## src/hdl/core_cfg.svh

```systemverilog
`ifndef CORE_CFG_SVH
`define CORE_CFG_SVH

// Program space vectors and default implemented limit
`define RESET_VECTOR  13'h0000
`define IRQ_VECTOR    13'h0004
`define PROG_LAST_DEF 13'h07ff

// Core register offsets inside a bank
`define ADDR_INDIRECT_ACCESS_PORT     7'h00
`define ADDR_PCL      7'h02
`define ADDR_STATUS   7'h03
`define ADDR_FSR      7'h04
`define ADDR_FETCH_POINTER_UPPER_HOLD   7'h0a
`define RAM_BASE      7'h0c

// Status register bit positions, reset value, writable bits
`define BIT_RP0       5
`define BIT_Z         2
`define BIT_DC        1
`define BIT_C         0
`define STATUS_RST    8'h18
`define STATUS_WMASK  8'h27

// Reset values of the remaining core state
`define FETCH_POINTER_UPPER_HOLD_RST    5'h00
`define FSR_RST       8'h00
`define W_RST         8'h00

// Instruction word used to fill a flushed slot
`define NOP_WORD      14'h0000

// Data RAM depth covering both banks
`define RAM_DEPTH_DEF 256

`endif

```

## src/hdl/core_pkg.sv

```systemverilog
package core_pkg;

	typedef enum logic [1:0] {
		PH_ONE   = 2'b00,
		PH_TWO   = 2'b01,
		PH_THREE = 2'b10,
		PH_FOUR  = 2'b11
	} phase_t;

	typedef enum logic [4:0] {
		AL_NONE   = 5'b00000,
		AL_LOAD   = 5'b00001,
		AL_PASS_A = 5'b00010,
		AL_PASS_W = 5'b00011,
		AL_ZERO   = 5'b00100,
		AL_ADD    = 5'b00101,
		AL_SUB    = 5'b00110,
		AL_AND    = 5'b00111,
		AL_IOR    = 5'b01000,
		AL_XOR    = 5'b01001,
		AL_INC    = 5'b01010,
		AL_DEC    = 5'b01011,
		AL_COM    = 5'b01100,
		AL_RRF    = 5'b01101,
		AL_RLF    = 5'b01110,
		AL_SWAP   = 5'b01111,
		AL_BCF    = 5'b10000,
		AL_BSF    = 5'b10001
	} alu_op_t;

	typedef struct packed {
		logic [7:0] res;
		logic       c;
		logic       dc;
		logic       c_upd;
		logic       dc_upd;
		logic       z_upd;
	} alu_out_t;

endpackage

```

## src/hdl/data_ram_if.sv

```systemverilog
`timescale 1ns/10ps

interface data_ram_if;
	logic       rd_en;
	logic       wr_en;
	logic [7:0] addr;
	logic [7:0] wdata;
	logic [7:0] rdata;

	modport core (output rd_en, output wr_en, output addr, output wdata, input rdata);
	modport ram  (input rd_en, input wr_en, input addr, input wdata, output rdata);
endinterface

```

## src/hdl/data_ram.sv

```systemverilog
`timescale 1ns/10ps
`include "core_cfg.svh"

module data_ram #(
	parameter int DEPTH = `RAM_DEPTH_DEF
) (
	input  wire logic mclk_i,
	input  wire logic rst_i,
	data_ram_if.ram   bus
);

	// The full 8-bit bank-plus-offset address must land inside the array
	if (DEPTH < 256) begin : g_check
		$error("data_ram DEPTH must cover 256 locations");
	end

	logic [7:0] mem [DEPTH];
	logic [7:0] rdata_reg;
	logic [7:0] rdata_next;

	// Read data is held until the next read strobe
	always_comb begin
		rdata_next = rdata_reg;
		if (bus.rd_en) begin
			rdata_next = mem[bus.addr];
		end
	end

	always_ff @(posedge mclk_i or posedge rst_i) begin
		if (rst_i) begin
			rdata_reg <= 8'h00;
		end else begin
			rdata_reg <= rdata_next;
		end
	end

	// Array storage, no reset
	always_ff @(posedge mclk_i) begin
		if (bus.wr_en) begin
			mem[bus.addr] <= bus.wdata;
		end
	end

	assign bus.rdata = rdata_reg;

endmodule

```

## src/hdl/core_sequencer.sv

```systemverilog
`timescale 1ns/10ps
`include "core_cfg.svh"

// What this block does
// [RQ1] Input clock divided by four into four non-overlapping phases per cycle.
// [RQ2] Fetch pointer advances in phase one; fetched word latched in phase four.
// [RQ3] Fetch of next instruction overlaps execution of current one.
// [RQ4] Pointer-changing instructions discard the fetched word, costing two cycles.
// [RQ5] Latched instruction decoded and executed across phases two to four.
// [RQ6] Operand read in phase two, destination written in phase four.
// [RQ7] Instruction words are 14 bits on a bus apart from 8-bit data.
// [RQ8] Fetch pointer is 13 bits wide, an 8K word space.
// [RQ9] Addresses beyond implemented memory wrap onto implemented locations.
// [RQ10] Fetch starts at 0000h after reset; interrupts vector to 0004h.
// [RQ11] Status bit five selects bank 1 when set, bank 0 when clear.
// [RQ12] Each bank spans to 7Fh: core registers low, RAM above.
// [RQ13] Core registers appear at the same offset in both banks.
// [RQ14] Register file reached directly or through the indirect pointer.
// [RQ15] 8-bit unit adds, subtracts, shifts and does logic, two's complement.
// [RQ16] Two-operand ops use working register and file or literal.
// [RQ17] Working register is not mapped at any data address.
// [RQ18] Carry, nibble carry and zero flags updated per instruction.
// [RQ19] Subtraction: carry means no borrow, nibble carry means no nibble borrow.
// [RQ20] In RC mode the cycle rate output runs at a quarter input clock.
// [RQ21] Master clear held low keeps the device in reset.
// [RQ22] Direct address combines bank select bit with 7-bit instruction field.
module core_sequencer #(
	parameter logic [12:0] PROG_LAST = `PROG_LAST_DEF,
	parameter int          RAM_DEPTH = `RAM_DEPTH_DEF
) (
	input  wire logic        mclk_i,
	input  wire logic        rst_i,
	input  wire logic        master_clear_pin_n_i,
	input  wire logic        rc_mode_i,
	input  wire logic        irq_req_i,
	input  wire logic [13:0] prog_data_i,
	output logic      [12:0] prog_addr_o,
	output logic      [1:0]  phase_o,
	output logic             cycle_rate_o,
	output logic             irq_ack_o,
	output logic      [7:0]  w_o,
	output logic      [7:0]  status_o
);

	// Implemented limit must be one less than a power of two for wrapping
	if (((PROG_LAST + 13'h0001) & PROG_LAST) != 13'h0000) begin : g_check
		$error("PROG_LAST must be a power of two minus one");
	end

	data_ram_if ram_if ();

	data_ram #(
		.DEPTH (RAM_DEPTH)
	) u_ram (
		.mclk_i (mclk_i),
		.rst_i  (rst_i),
		.bus    (ram_if)
	);

	core_pkg::phase_t   phase_reg;
	core_pkg::phase_t   phase_next;
	logic [12:0]        pc_reg;
	logic [12:0]        pc_next;
	logic [12:0]        fetch_addr_reg;
	logic [12:0]        fetch_addr_next;
	logic [13:0]        opcode_reg;
	logic [13:0]        opcode_next;
	logic [7:0]         w_reg;
	logic [7:0]         w_next;
	logic [7:0]         status_reg;
	logic [7:0]         status_next;
	logic [7:0]         fsr_reg;
	logic [7:0]         fsr_next;
	logic [7:0]         operand_reg;
	logic [7:0]         operand_next;
	logic [4:0]         fetch_pointer_upper_hold_reg;
	logic [4:0]         fetch_pointer_upper_hold_next;
	logic               cycle_rate_reg;
	logic               cycle_rate_next;
	logic               irq_ack_reg;
	logic               irq_ack_next;

	logic [6:0]         f_field;
	logic [7:0]         dmem_addr;
	logic               is_ram;
	logic [7:0]         sfr_rd;
	core_pkg::alu_op_t  alu_op;
	logic               use_lit;
	logic               wr_file;
	logic               wr_w;
	logic               is_jump;
	logic               skip_zero;
	logic               bit_test;
	logic               bit_want;
	logic [7:0]         alu_a;
	core_pkg::alu_out_t alu_res;
	logic               take_skip;
	logic               pcl_write;
	logic               flush;
	logic [12:0]        jump_target;

	// Arithmetic unit: a is file operand or literal, w the working register
	function automatic core_pkg::alu_out_t alu_calc(
		input core_pkg::alu_op_t op,
		input logic [7:0]        a,
		input logic [7:0]        w,
		input logic [2:0]        bsel,
		input logic              cin
	);
		core_pkg::alu_out_t o;
		logic [8:0]         s;
		logic [4:0]         h;
		o = '0;
		s = 9'h000;
		h = 5'h00;
		o.z_upd = 1'b1;
		case (op)
			core_pkg::AL_LOAD: begin
				o.res = a;
				o.z_upd = 1'b0;
			end
			core_pkg::AL_PASS_A: o.res = a;
			core_pkg::AL_PASS_W: begin
				o.res = w;
				o.z_upd = 1'b0;
			end
			core_pkg::AL_ZERO: o.res = 8'h00;
			core_pkg::AL_ADD: begin
				s = {1'b0, a} + {1'b0, w};
				h = {1'b0, a[3:0]} + {1'b0, w[3:0]};
				o.res = s[7:0];
				o.c = s[8];
				o.dc = h[4];
				o.c_upd = 1'b1;
				o.dc_upd = 1'b1;
			end
			core_pkg::AL_SUB: begin
				s = {1'b0, a} + {1'b0, ~w} + 9'h001; // [RQ15] [RQ19]
				h = {1'b0, a[3:0]} + {1'b0, ~w[3:0]} + 5'h01;
				o.res = s[7:0];
				o.c = s[8];
				o.dc = h[4];
				o.c_upd = 1'b1;
				o.dc_upd = 1'b1;
			end
			core_pkg::AL_AND: o.res = a & w;
			core_pkg::AL_IOR: o.res = a | w;
			core_pkg::AL_XOR: o.res = a ^ w;
			core_pkg::AL_INC: o.res = a + 8'h01;
			core_pkg::AL_DEC: o.res = a - 8'h01;
			core_pkg::AL_COM: o.res = ~a;
			core_pkg::AL_RRF: begin
				o.res = {cin, a[7:1]};
				o.c = a[0];
				o.c_upd = 1'b1;
				o.z_upd = 1'b0;
			end
			core_pkg::AL_RLF: begin
				o.res = {a[6:0], cin};
				o.c = a[7];
				o.c_upd = 1'b1;
				o.z_upd = 1'b0;
			end
			core_pkg::AL_SWAP: begin
				o.res = {a[3:0], a[7:4]};
				o.z_upd = 1'b0;
			end
			core_pkg::AL_BCF: begin
				o.res = a & ~(8'h01 << bsel);
				o.z_upd = 1'b0;
			end
			core_pkg::AL_BSF: begin
				o.res = a | (8'h01 << bsel);
				o.z_upd = 1'b0;
			end
			default: begin
				o.res = a;
				o.z_upd = 1'b0;
			end
		endcase
		return o;
	endfunction

	// Data address: indirect through the pointer, else bank bit plus field
	assign f_field   = opcode_reg[6:0];
	assign dmem_addr = (f_field == `ADDR_INDIRECT_ACCESS_PORT) ? fsr_reg : // [RQ14]
		{status_reg[`BIT_RP0], f_field}; // [RQ11] [RQ22]
	assign is_ram    = (dmem_addr[6:0] >= `RAM_BASE); // [RQ12]

	// Core registers decode on the in-bank offset only, so both banks see them
	always_comb begin
		case (dmem_addr[6:0]) // [RQ13]
			`ADDR_PCL:    sfr_rd = pc_reg[7:0];
			`ADDR_STATUS: sfr_rd = status_reg;
			`ADDR_FSR:    sfr_rd = fsr_reg;
			`ADDR_FETCH_POINTER_UPPER_HOLD: sfr_rd = {3'h0, fetch_pointer_upper_hold_reg};
			default:      sfr_rd = 8'h00; // Indirect-through-itself and gaps read zero
		endcase
	end

	// Instruction decode of the latched word
	always_comb begin
		alu_op = core_pkg::AL_NONE;
		use_lit = 1'b0;
		wr_file = 1'b0;
		wr_w = 1'b0;
		is_jump = 1'b0;
		skip_zero = 1'b0;
		bit_test = 1'b0;
		bit_want = 1'b0;
		case (opcode_reg[13:12]) // [RQ5]
			2'b00: begin
				case (opcode_reg[11:8])
					4'h0: alu_op = core_pkg::AL_PASS_W;
					4'h1: alu_op = core_pkg::AL_ZERO;
					4'h2: alu_op = core_pkg::AL_SUB;
					4'h3: alu_op = core_pkg::AL_DEC;
					4'h4: alu_op = core_pkg::AL_IOR;
					4'h5: alu_op = core_pkg::AL_AND;
					4'h6: alu_op = core_pkg::AL_XOR;
					4'h7: alu_op = core_pkg::AL_ADD;
					4'h8: alu_op = core_pkg::AL_PASS_A;
					4'h9: alu_op = core_pkg::AL_COM;
					4'ha: alu_op = core_pkg::AL_INC;
					4'hb: alu_op = core_pkg::AL_DEC;
					4'hc: alu_op = core_pkg::AL_RRF;
					4'hd: alu_op = core_pkg::AL_RLF;
					4'he: alu_op = core_pkg::AL_SWAP;
					default: alu_op = core_pkg::AL_INC;
				endcase
				skip_zero = (opcode_reg[11:8] == 4'hb) || (opcode_reg[11:8] == 4'hf);
				wr_file = opcode_reg[7];
				wr_w = !opcode_reg[7] && (opcode_reg[11:8] != 4'h0); // [RQ16]
			end
			2'b01: begin
				case (opcode_reg[11:10])
					2'b00: alu_op = core_pkg::AL_BCF;
					2'b01: alu_op = core_pkg::AL_BSF;
					default: alu_op = core_pkg::AL_NONE;
				endcase
				wr_file = !opcode_reg[11];
				bit_test = opcode_reg[11];
				bit_want = opcode_reg[10];
			end
			2'b10: is_jump = 1'b1;
			default: begin
				use_lit = 1'b1;
				wr_w = 1'b1;
				case (opcode_reg[11:8])
					4'h0, 4'h1, 4'h2, 4'h3: alu_op = core_pkg::AL_LOAD;
					4'h8: alu_op = core_pkg::AL_IOR;
					4'h9: alu_op = core_pkg::AL_AND;
					4'ha: alu_op = core_pkg::AL_XOR;
					4'hc, 4'hd: alu_op = core_pkg::AL_SUB;
					4'he, 4'hf: alu_op = core_pkg::AL_ADD;
					default: wr_w = 1'b0;
				endcase
			end
		endcase
	end

	// Arithmetic and branch conditions seen during phase four
	assign alu_a       = use_lit ? opcode_reg[7:0] : operand_reg; // [RQ16]
	assign alu_res     = alu_calc(alu_op, alu_a, w_reg, opcode_reg[9:7], status_reg[`BIT_C]);
	assign take_skip   = (skip_zero && (alu_res.res == 8'h00)) ||
		(bit_test && (operand_reg[opcode_reg[9:7]] == bit_want));
	assign pcl_write   = wr_file && !is_ram && (dmem_addr[6:0] == `ADDR_PCL);
	assign flush       = is_jump || take_skip || pcl_write;
	assign jump_target = {fetch_pointer_upper_hold_reg[4:3], opcode_reg[10:0]};

	// RAM strobes: read in phase two, write in phase four
	assign ram_if.addr  = dmem_addr;
	assign ram_if.wdata = alu_res.res;
	assign ram_if.rd_en = (phase_reg == core_pkg::PH_TWO) && is_ram; // [RQ6]
	assign ram_if.wr_en = (phase_reg == core_pkg::PH_FOUR) && wr_file && is_ram &&
		master_clear_pin_n_i; // [RQ6]

	// Phase sequencing, fetch and execute next values
	always_comb begin
		phase_next = phase_reg;
		pc_next = pc_reg;
		fetch_addr_next = fetch_addr_reg;
		opcode_next = opcode_reg;
		w_next = w_reg;
		status_next = status_reg;
		fsr_next = fsr_reg;
		operand_next = operand_reg;
		fetch_pointer_upper_hold_next = fetch_pointer_upper_hold_reg;
		irq_ack_next = 1'b0;
		case (phase_reg) // [RQ1]
			core_pkg::PH_ONE: begin
				phase_next = core_pkg::PH_TWO;
				fetch_addr_next = pc_reg & PROG_LAST; // [RQ2] [RQ9]
				pc_next = (pc_reg + 13'h0001) & PROG_LAST; // [RQ8] [RQ9]
			end
			core_pkg::PH_TWO: phase_next = core_pkg::PH_THREE;
			core_pkg::PH_THREE: begin
				phase_next = core_pkg::PH_FOUR;
				operand_next = is_ram ? ram_if.rdata : sfr_rd;
			end
			core_pkg::PH_FOUR: begin
				phase_next = core_pkg::PH_ONE;
				opcode_next = prog_data_i; // [RQ2] [RQ3] [RQ7]
				if (wr_w) begin
					w_next = alu_res.res; // [RQ17]
				end
				if (wr_file && !is_ram) begin
					case (dmem_addr[6:0])
						`ADDR_STATUS: status_next = (status_reg & ~`STATUS_WMASK) |
							(alu_res.res & `STATUS_WMASK);
						`ADDR_FSR:    fsr_next = alu_res.res;
						`ADDR_FETCH_POINTER_UPPER_HOLD: fetch_pointer_upper_hold_next = alu_res.res[4:0];
						default:      fetch_pointer_upper_hold_next = fetch_pointer_upper_hold_reg;
					endcase
				end
				// Flags from the arithmetic unit win over a direct status write
				if (alu_res.z_upd) begin
					status_next[`BIT_Z] = (alu_res.res == 8'h00); // [RQ18]
				end
				if (alu_res.c_upd) begin
					status_next[`BIT_C] = alu_res.c; // [RQ18] [RQ19]
				end
				if (alu_res.dc_upd) begin
					status_next[`BIT_DC] = alu_res.dc; // [RQ18] [RQ19]
				end
				if (is_jump) begin
					pc_next = jump_target & PROG_LAST; // [RQ4] [RQ9]
				end else if (pcl_write) begin
					pc_next = {fetch_pointer_upper_hold_reg, alu_res.res} & PROG_LAST; // [RQ4]
				end else if (irq_req_i) begin
					pc_next = `IRQ_VECTOR; // [RQ10]
					irq_ack_next = 1'b1;
				end
				if (flush || irq_req_i) begin
					opcode_next = `NOP_WORD; // [RQ4]
				end
			end
			default: phase_next = core_pkg::PH_ONE;
		endcase
		if (!master_clear_pin_n_i) begin // [RQ21]
			phase_next = core_pkg::PH_ONE;
			pc_next = `RESET_VECTOR; // [RQ10]
			fetch_addr_next = `RESET_VECTOR;
			opcode_next = `NOP_WORD;
			w_next = `W_RST;
			status_next = `STATUS_RST;
			fsr_next = `FSR_RST;
			fetch_pointer_upper_hold_next = `FETCH_POINTER_UPPER_HOLD_RST;
			irq_ack_next = 1'b0;
		end
		cycle_rate_next = rc_mode_i && master_clear_pin_n_i && // [RQ20]
			((phase_next == core_pkg::PH_THREE) || (phase_next == core_pkg::PH_FOUR));
	end

	always_ff @(posedge mclk_i or posedge rst_i) begin
		if (rst_i) begin
			phase_reg <= core_pkg::PH_ONE;
			pc_reg <= `RESET_VECTOR;
			fetch_addr_reg <= `RESET_VECTOR;
			opcode_reg <= `NOP_WORD;
			w_reg <= `W_RST;
			status_reg <= `STATUS_RST;
			fsr_reg <= `FSR_RST;
			operand_reg <= 8'h00;
			fetch_pointer_upper_hold_reg <= `FETCH_POINTER_UPPER_HOLD_RST;
			cycle_rate_reg <= 1'b0;
			irq_ack_reg <= 1'b0;
		end else begin
			phase_reg <= phase_next;
			pc_reg <= pc_next;
			fetch_addr_reg <= fetch_addr_next;
			opcode_reg <= opcode_next;
			w_reg <= w_next;
			status_reg <= status_next;
			fsr_reg <= fsr_next;
			operand_reg <= operand_next;
			fetch_pointer_upper_hold_reg <= fetch_pointer_upper_hold_next;
			cycle_rate_reg <= cycle_rate_next;
			irq_ack_reg <= irq_ack_next;
		end
	end

	assign prog_addr_o  = fetch_addr_reg;
	assign phase_o      = phase_reg;
	assign cycle_rate_o = cycle_rate_reg;
	assign irq_ack_o    = irq_ack_reg;
	assign w_o          = w_reg;
	assign status_o     = status_reg;
endmodule

```

## config.mk

```make
export PLATFORM = sky130hd
export DESIGN_NAME = core_sequencer
export DESIGN_NICKNAME = d
export VERILOG_FILES = /design/src/hdl/core_pkg.sv /design/src/hdl/data_ram_if.sv /design/src/hdl/data_ram.sv /design/src/hdl/core_sequencer.sv
export VERILOG_INCLUDE_DIRS = /design/src /design/src/hdl
export SDC_FILE = /design/constraint.sdc
export NUM_CORES = 2
export LEC_CHECK = 0
export BUFFER_PORTS_ARGS = -buffer_cell sky130_fd_sc_hd__buf_2
export CAP_MARGIN = 20
export CORE_MARGIN = 10
export CORE_UTILIZATION = 38
export DETAILED_ROUTE_END_ITERATION = 8
export SYNTH_ARGS = -nofsm -noshare
export SYNTH_HDL_FRONTEND = slang
export SYNTH_SLANG_ARGS = --single-unit
```

## constraint.sdc

```tcl
create_clock -name mclk_i -period 8.36 [get_ports mclk_i]
set_input_delay 1.254 -clock mclk_i [delete_from_list [all_inputs] [get_ports mclk_i]]
set_output_delay 1.254 -clock mclk_i [all_outputs]
set_load 0.005 [all_outputs]
```

==> flow_summary.json <==
{
  "status": "finished clean",
  "dieArea_sq_um": 236000,
  "dr.first_iter.drc_count": 6673,
  "die_width_microns": 486,
  "cts_resized": 0,
  "avgSynthCellArea_sq_um": 16.1,
  "synth_area_leaders": "edfxtp_1, a222oi_1, a22o_1",
  "cts_sinks": 2130,
  "route.detailed.drc": 0,
  "crit_path_end_kind": "register",
  "setup_tns_ns": 0,
  "slew_headroom_pct": 19.3,
  "post_cts_buffers": 0,
  "rr_worst_depth": 16,
  "cts_buffers": 209,
  "synth_commonest_cells": "edfxtp_1, nand2_1, nor2_1, a21oi_1, clkbuf_1",
  "root_buffer": "clkbuf_16",
  "antenna_found_initial": 3,
  "rrSetupSlack_ns": 1.47,
  "routed_wl_mm": 225,
  "insertedDiodeCount": 0,
  "postRouteAntennaNets": 0,
  "path_clk_slew_ns": 0.07,
  "hp-class": "in -> async",
  "worstSetupStartpoint": "opcode_reg[8]",
  "nets": 5324,
  "ir_worst_vdd_mv": 0.168,
  "start_util_pct": 38.3,
  "top_usage_layer": "met2",
  "worstSetupPathType": "reg -> reg",
  "syn_inst": 5106,
  "powerDensity_nw_per_um2": 258,
  "tightestPinTransition_ns": 1.19,
  "syn-cell-area_sq_um": 82400,
  "synth_edf_count": 2048,
  "whs_ns": 0.325,
  "ys_ff_latch": 2130,
  "htreeDepth": 4,
  "grtUsageTotal_pct": 18.3,
  "use_met2_pct": 27.8,
  "worstPathArrival_ns": 7.36,
  "fmax_ghz": 0.145,
  "firstDrtPassIters": 9,
  "period_minus_slack_ns": 6.89,
  "core-area_sq_um": 215000,
  "synth_cell_types": 112,
  "leakage_nw": 29.9,
  "drv_cap": 0,
  "grt_max_degree": 199,
  "ys_async_sr_fraction_pct": 3.85,
  "grt_overflow": 0,
  "grt_pass1_wl_mm": 329,
  "multi_input_area_sq_um": 17900,
  "clk_latency_ns": 0.85,
  "yosys.area.top_type": "edfxtp_1",
  "cp_max_fo": 96,
  "dp.final_hpwl_mm": 127,
  "drv_slew": 0,
  "fillers": 18800,
  "yosysMostFrequentCell": "edfxtp_1",
  "r2r-start": "opcode_reg[8]",
  "num_rows": 170,
  "r2r_end": "u_ram.mem[69][5]",
  "gp_congestion": 0.888,
  "first_global_vias": 47800,
  "yosysSeqAreaShare_pct": 77.2,
  "setup_viol_count_final": 0,
  "die_h_microns": 486,
  "clock_path_buffers": 3,
  "clock-skew-final_ns": 0.0385,
  "synth_ff_type": "edfxtp_1",
  "yosys_warnings": 0,
  "hold_buffers": 0,
  "vias_per_cell": 5.97,
  "wire_per_inst_microns": 27.2,
  "met3_usage_pct": 3.80,
  "num_io_pins": 52,
  "crit_path_start_kind": "register",
  "largest_register_ffs": 2048,
  "met1_usage_pct": 25.8,
  "vias": 49300,
  "ff_latch_area_sq_um": 63600,
  "cts_tree": "built",
  "io_buffers": 47,
  "required_ns": 8.84,
  "finalHoldViolations": 0,
  "postLayoutCoreUtil_pct": 43.2,
  "period_share_pct": 82.4,
  "layout-drive-gt1-share_pct": 9.25,
  "synth.top_cell.area_share_pct": 74.7,
  "area_growth_pct": 12.9,
  "rsz0062_at_grt": "false"
}
==> placed cells by master, fill, tap and decap left out, types with 10 or more instances in the layout <==
cell type and instances:
clkinv_1 42, a21oi_1 316, nand2_1 348, nand3_1 32, a22o_1 272, dfrtp_1 81
and2_1 10, a211oi_1 13, edfxtp_1 2048, clkbuf_1 51, mux2i_1 23, clkbuf_16 216
buf_12 27, bufinv_16 11, nand4_1 17, nor2_1 328, ha_1 34, xnor2_1 12
o21ai_0 107, buf_2 48, o22ai_1 144, inv_1 34, nor3_1 29, a41oi_1 16
clkinv_2 33, nor4_1 33, a22oi_1 16, o41ai_1 46, nor2b_1 10, a31oi_1 26
conb_1 196, buf_4 68, a222oi_1 257, nand2b_1 13, a221oi_1 265
==> worst max path at each step <==
stage	to	slack, ns	depth (start not counted)
6_report	u_ram.mem[69][5]	1.47	16
5_1_grt	u_ram.mem[127][5]	0.98	16
4_1_cts	u_ram.mem[59][5]	1.42	16
3_5_place_dp	u_ram.mem[52][5]	1.41	16
3_3_place_gp	u_ram.mem[11][5]	1.46	16
2_1_floorplan	u_ram.mem[0][7]	0.87	19
==> area by class of cell <==
class                   count  share of cell area [%]
clock buffers             272                    6.09
clock inverters           100                   0.900
inverters                  38                   0.171
multi-input cells        2743                    19.2
flip-flops and latches   2130                    68.3
well taps                2838                    3.82
repair buffers            146                    1.46
==> per-layer routing <==
metal / wire length [microns] / share of wire (%)
met4: 8450 / 3.8
met3: 20100 / 9.0
met2: 102000 / 46
met1: 93700 / 42
met5: 13 / 0.0058
==> worst max-delay path: stages (launching register included) <==
cell     delay (ns)
dfrtp_1        0.69
inv_1          0.26
ha_1           0.33
nor4_1         0.50
nor3_1         0.15
nor2_2         0.14
buf_4          0.38
nand3_1        0.23
nor2_1         0.54
ha_1           0.36
and4_1         0.20
a311o_1        0.35
a41o_1         0.27
o21ai_0        0.21
nor3b_1        0.27
or4_4          0.61
buf_4          0.89
==> power breakdown <==
part,switching (mW),internal (mW)
sequential,0.0903,12.4
combinational,1.86,0.667
clock,3.92,5.09
total,5.88,18.2
==> through the flow <==
| step | setup slack, ns | power, mW | area [sq um] | std cells |
|---|---|---|---|---|
| global placement | 1.46 | 15.2 | 86400 | 7889 |
| finish | 1.47 | 24.0 | 93000 | 8267 |
| floorplan | 0.869 | 14.3 | 83100 | 5301 |
| global route | 0.982 | 24.8 | 93000 | 8267 |
| CTS | 1.42 | 24.2 | 93000 | 8264 |
| detailed placement | 1.41 | 15.2 | 86500 | 7892 |
==> cells by family (layout without fill, tap and decap cells) <==
family | after synthesis | in the layout | share of synthesized area (%)
muxes | 34 | 34 | 0.462
adders and majority gates | 37 | 37 | 0.589
DFF | 2130 | 2130 | 77.2
buffers and inverters | 428 | 556 | 2.18
AOI/OAI and AO/OA | 1574 | 1574 | 14.7
other | 1 | 196 | 0.00455
and+or+nand+nor | 885 | 885 | 4.68
xor gates and xnor gates | 17 | 17 | 0.181
No activity file was read; power rests on OpenSTA's default activity.
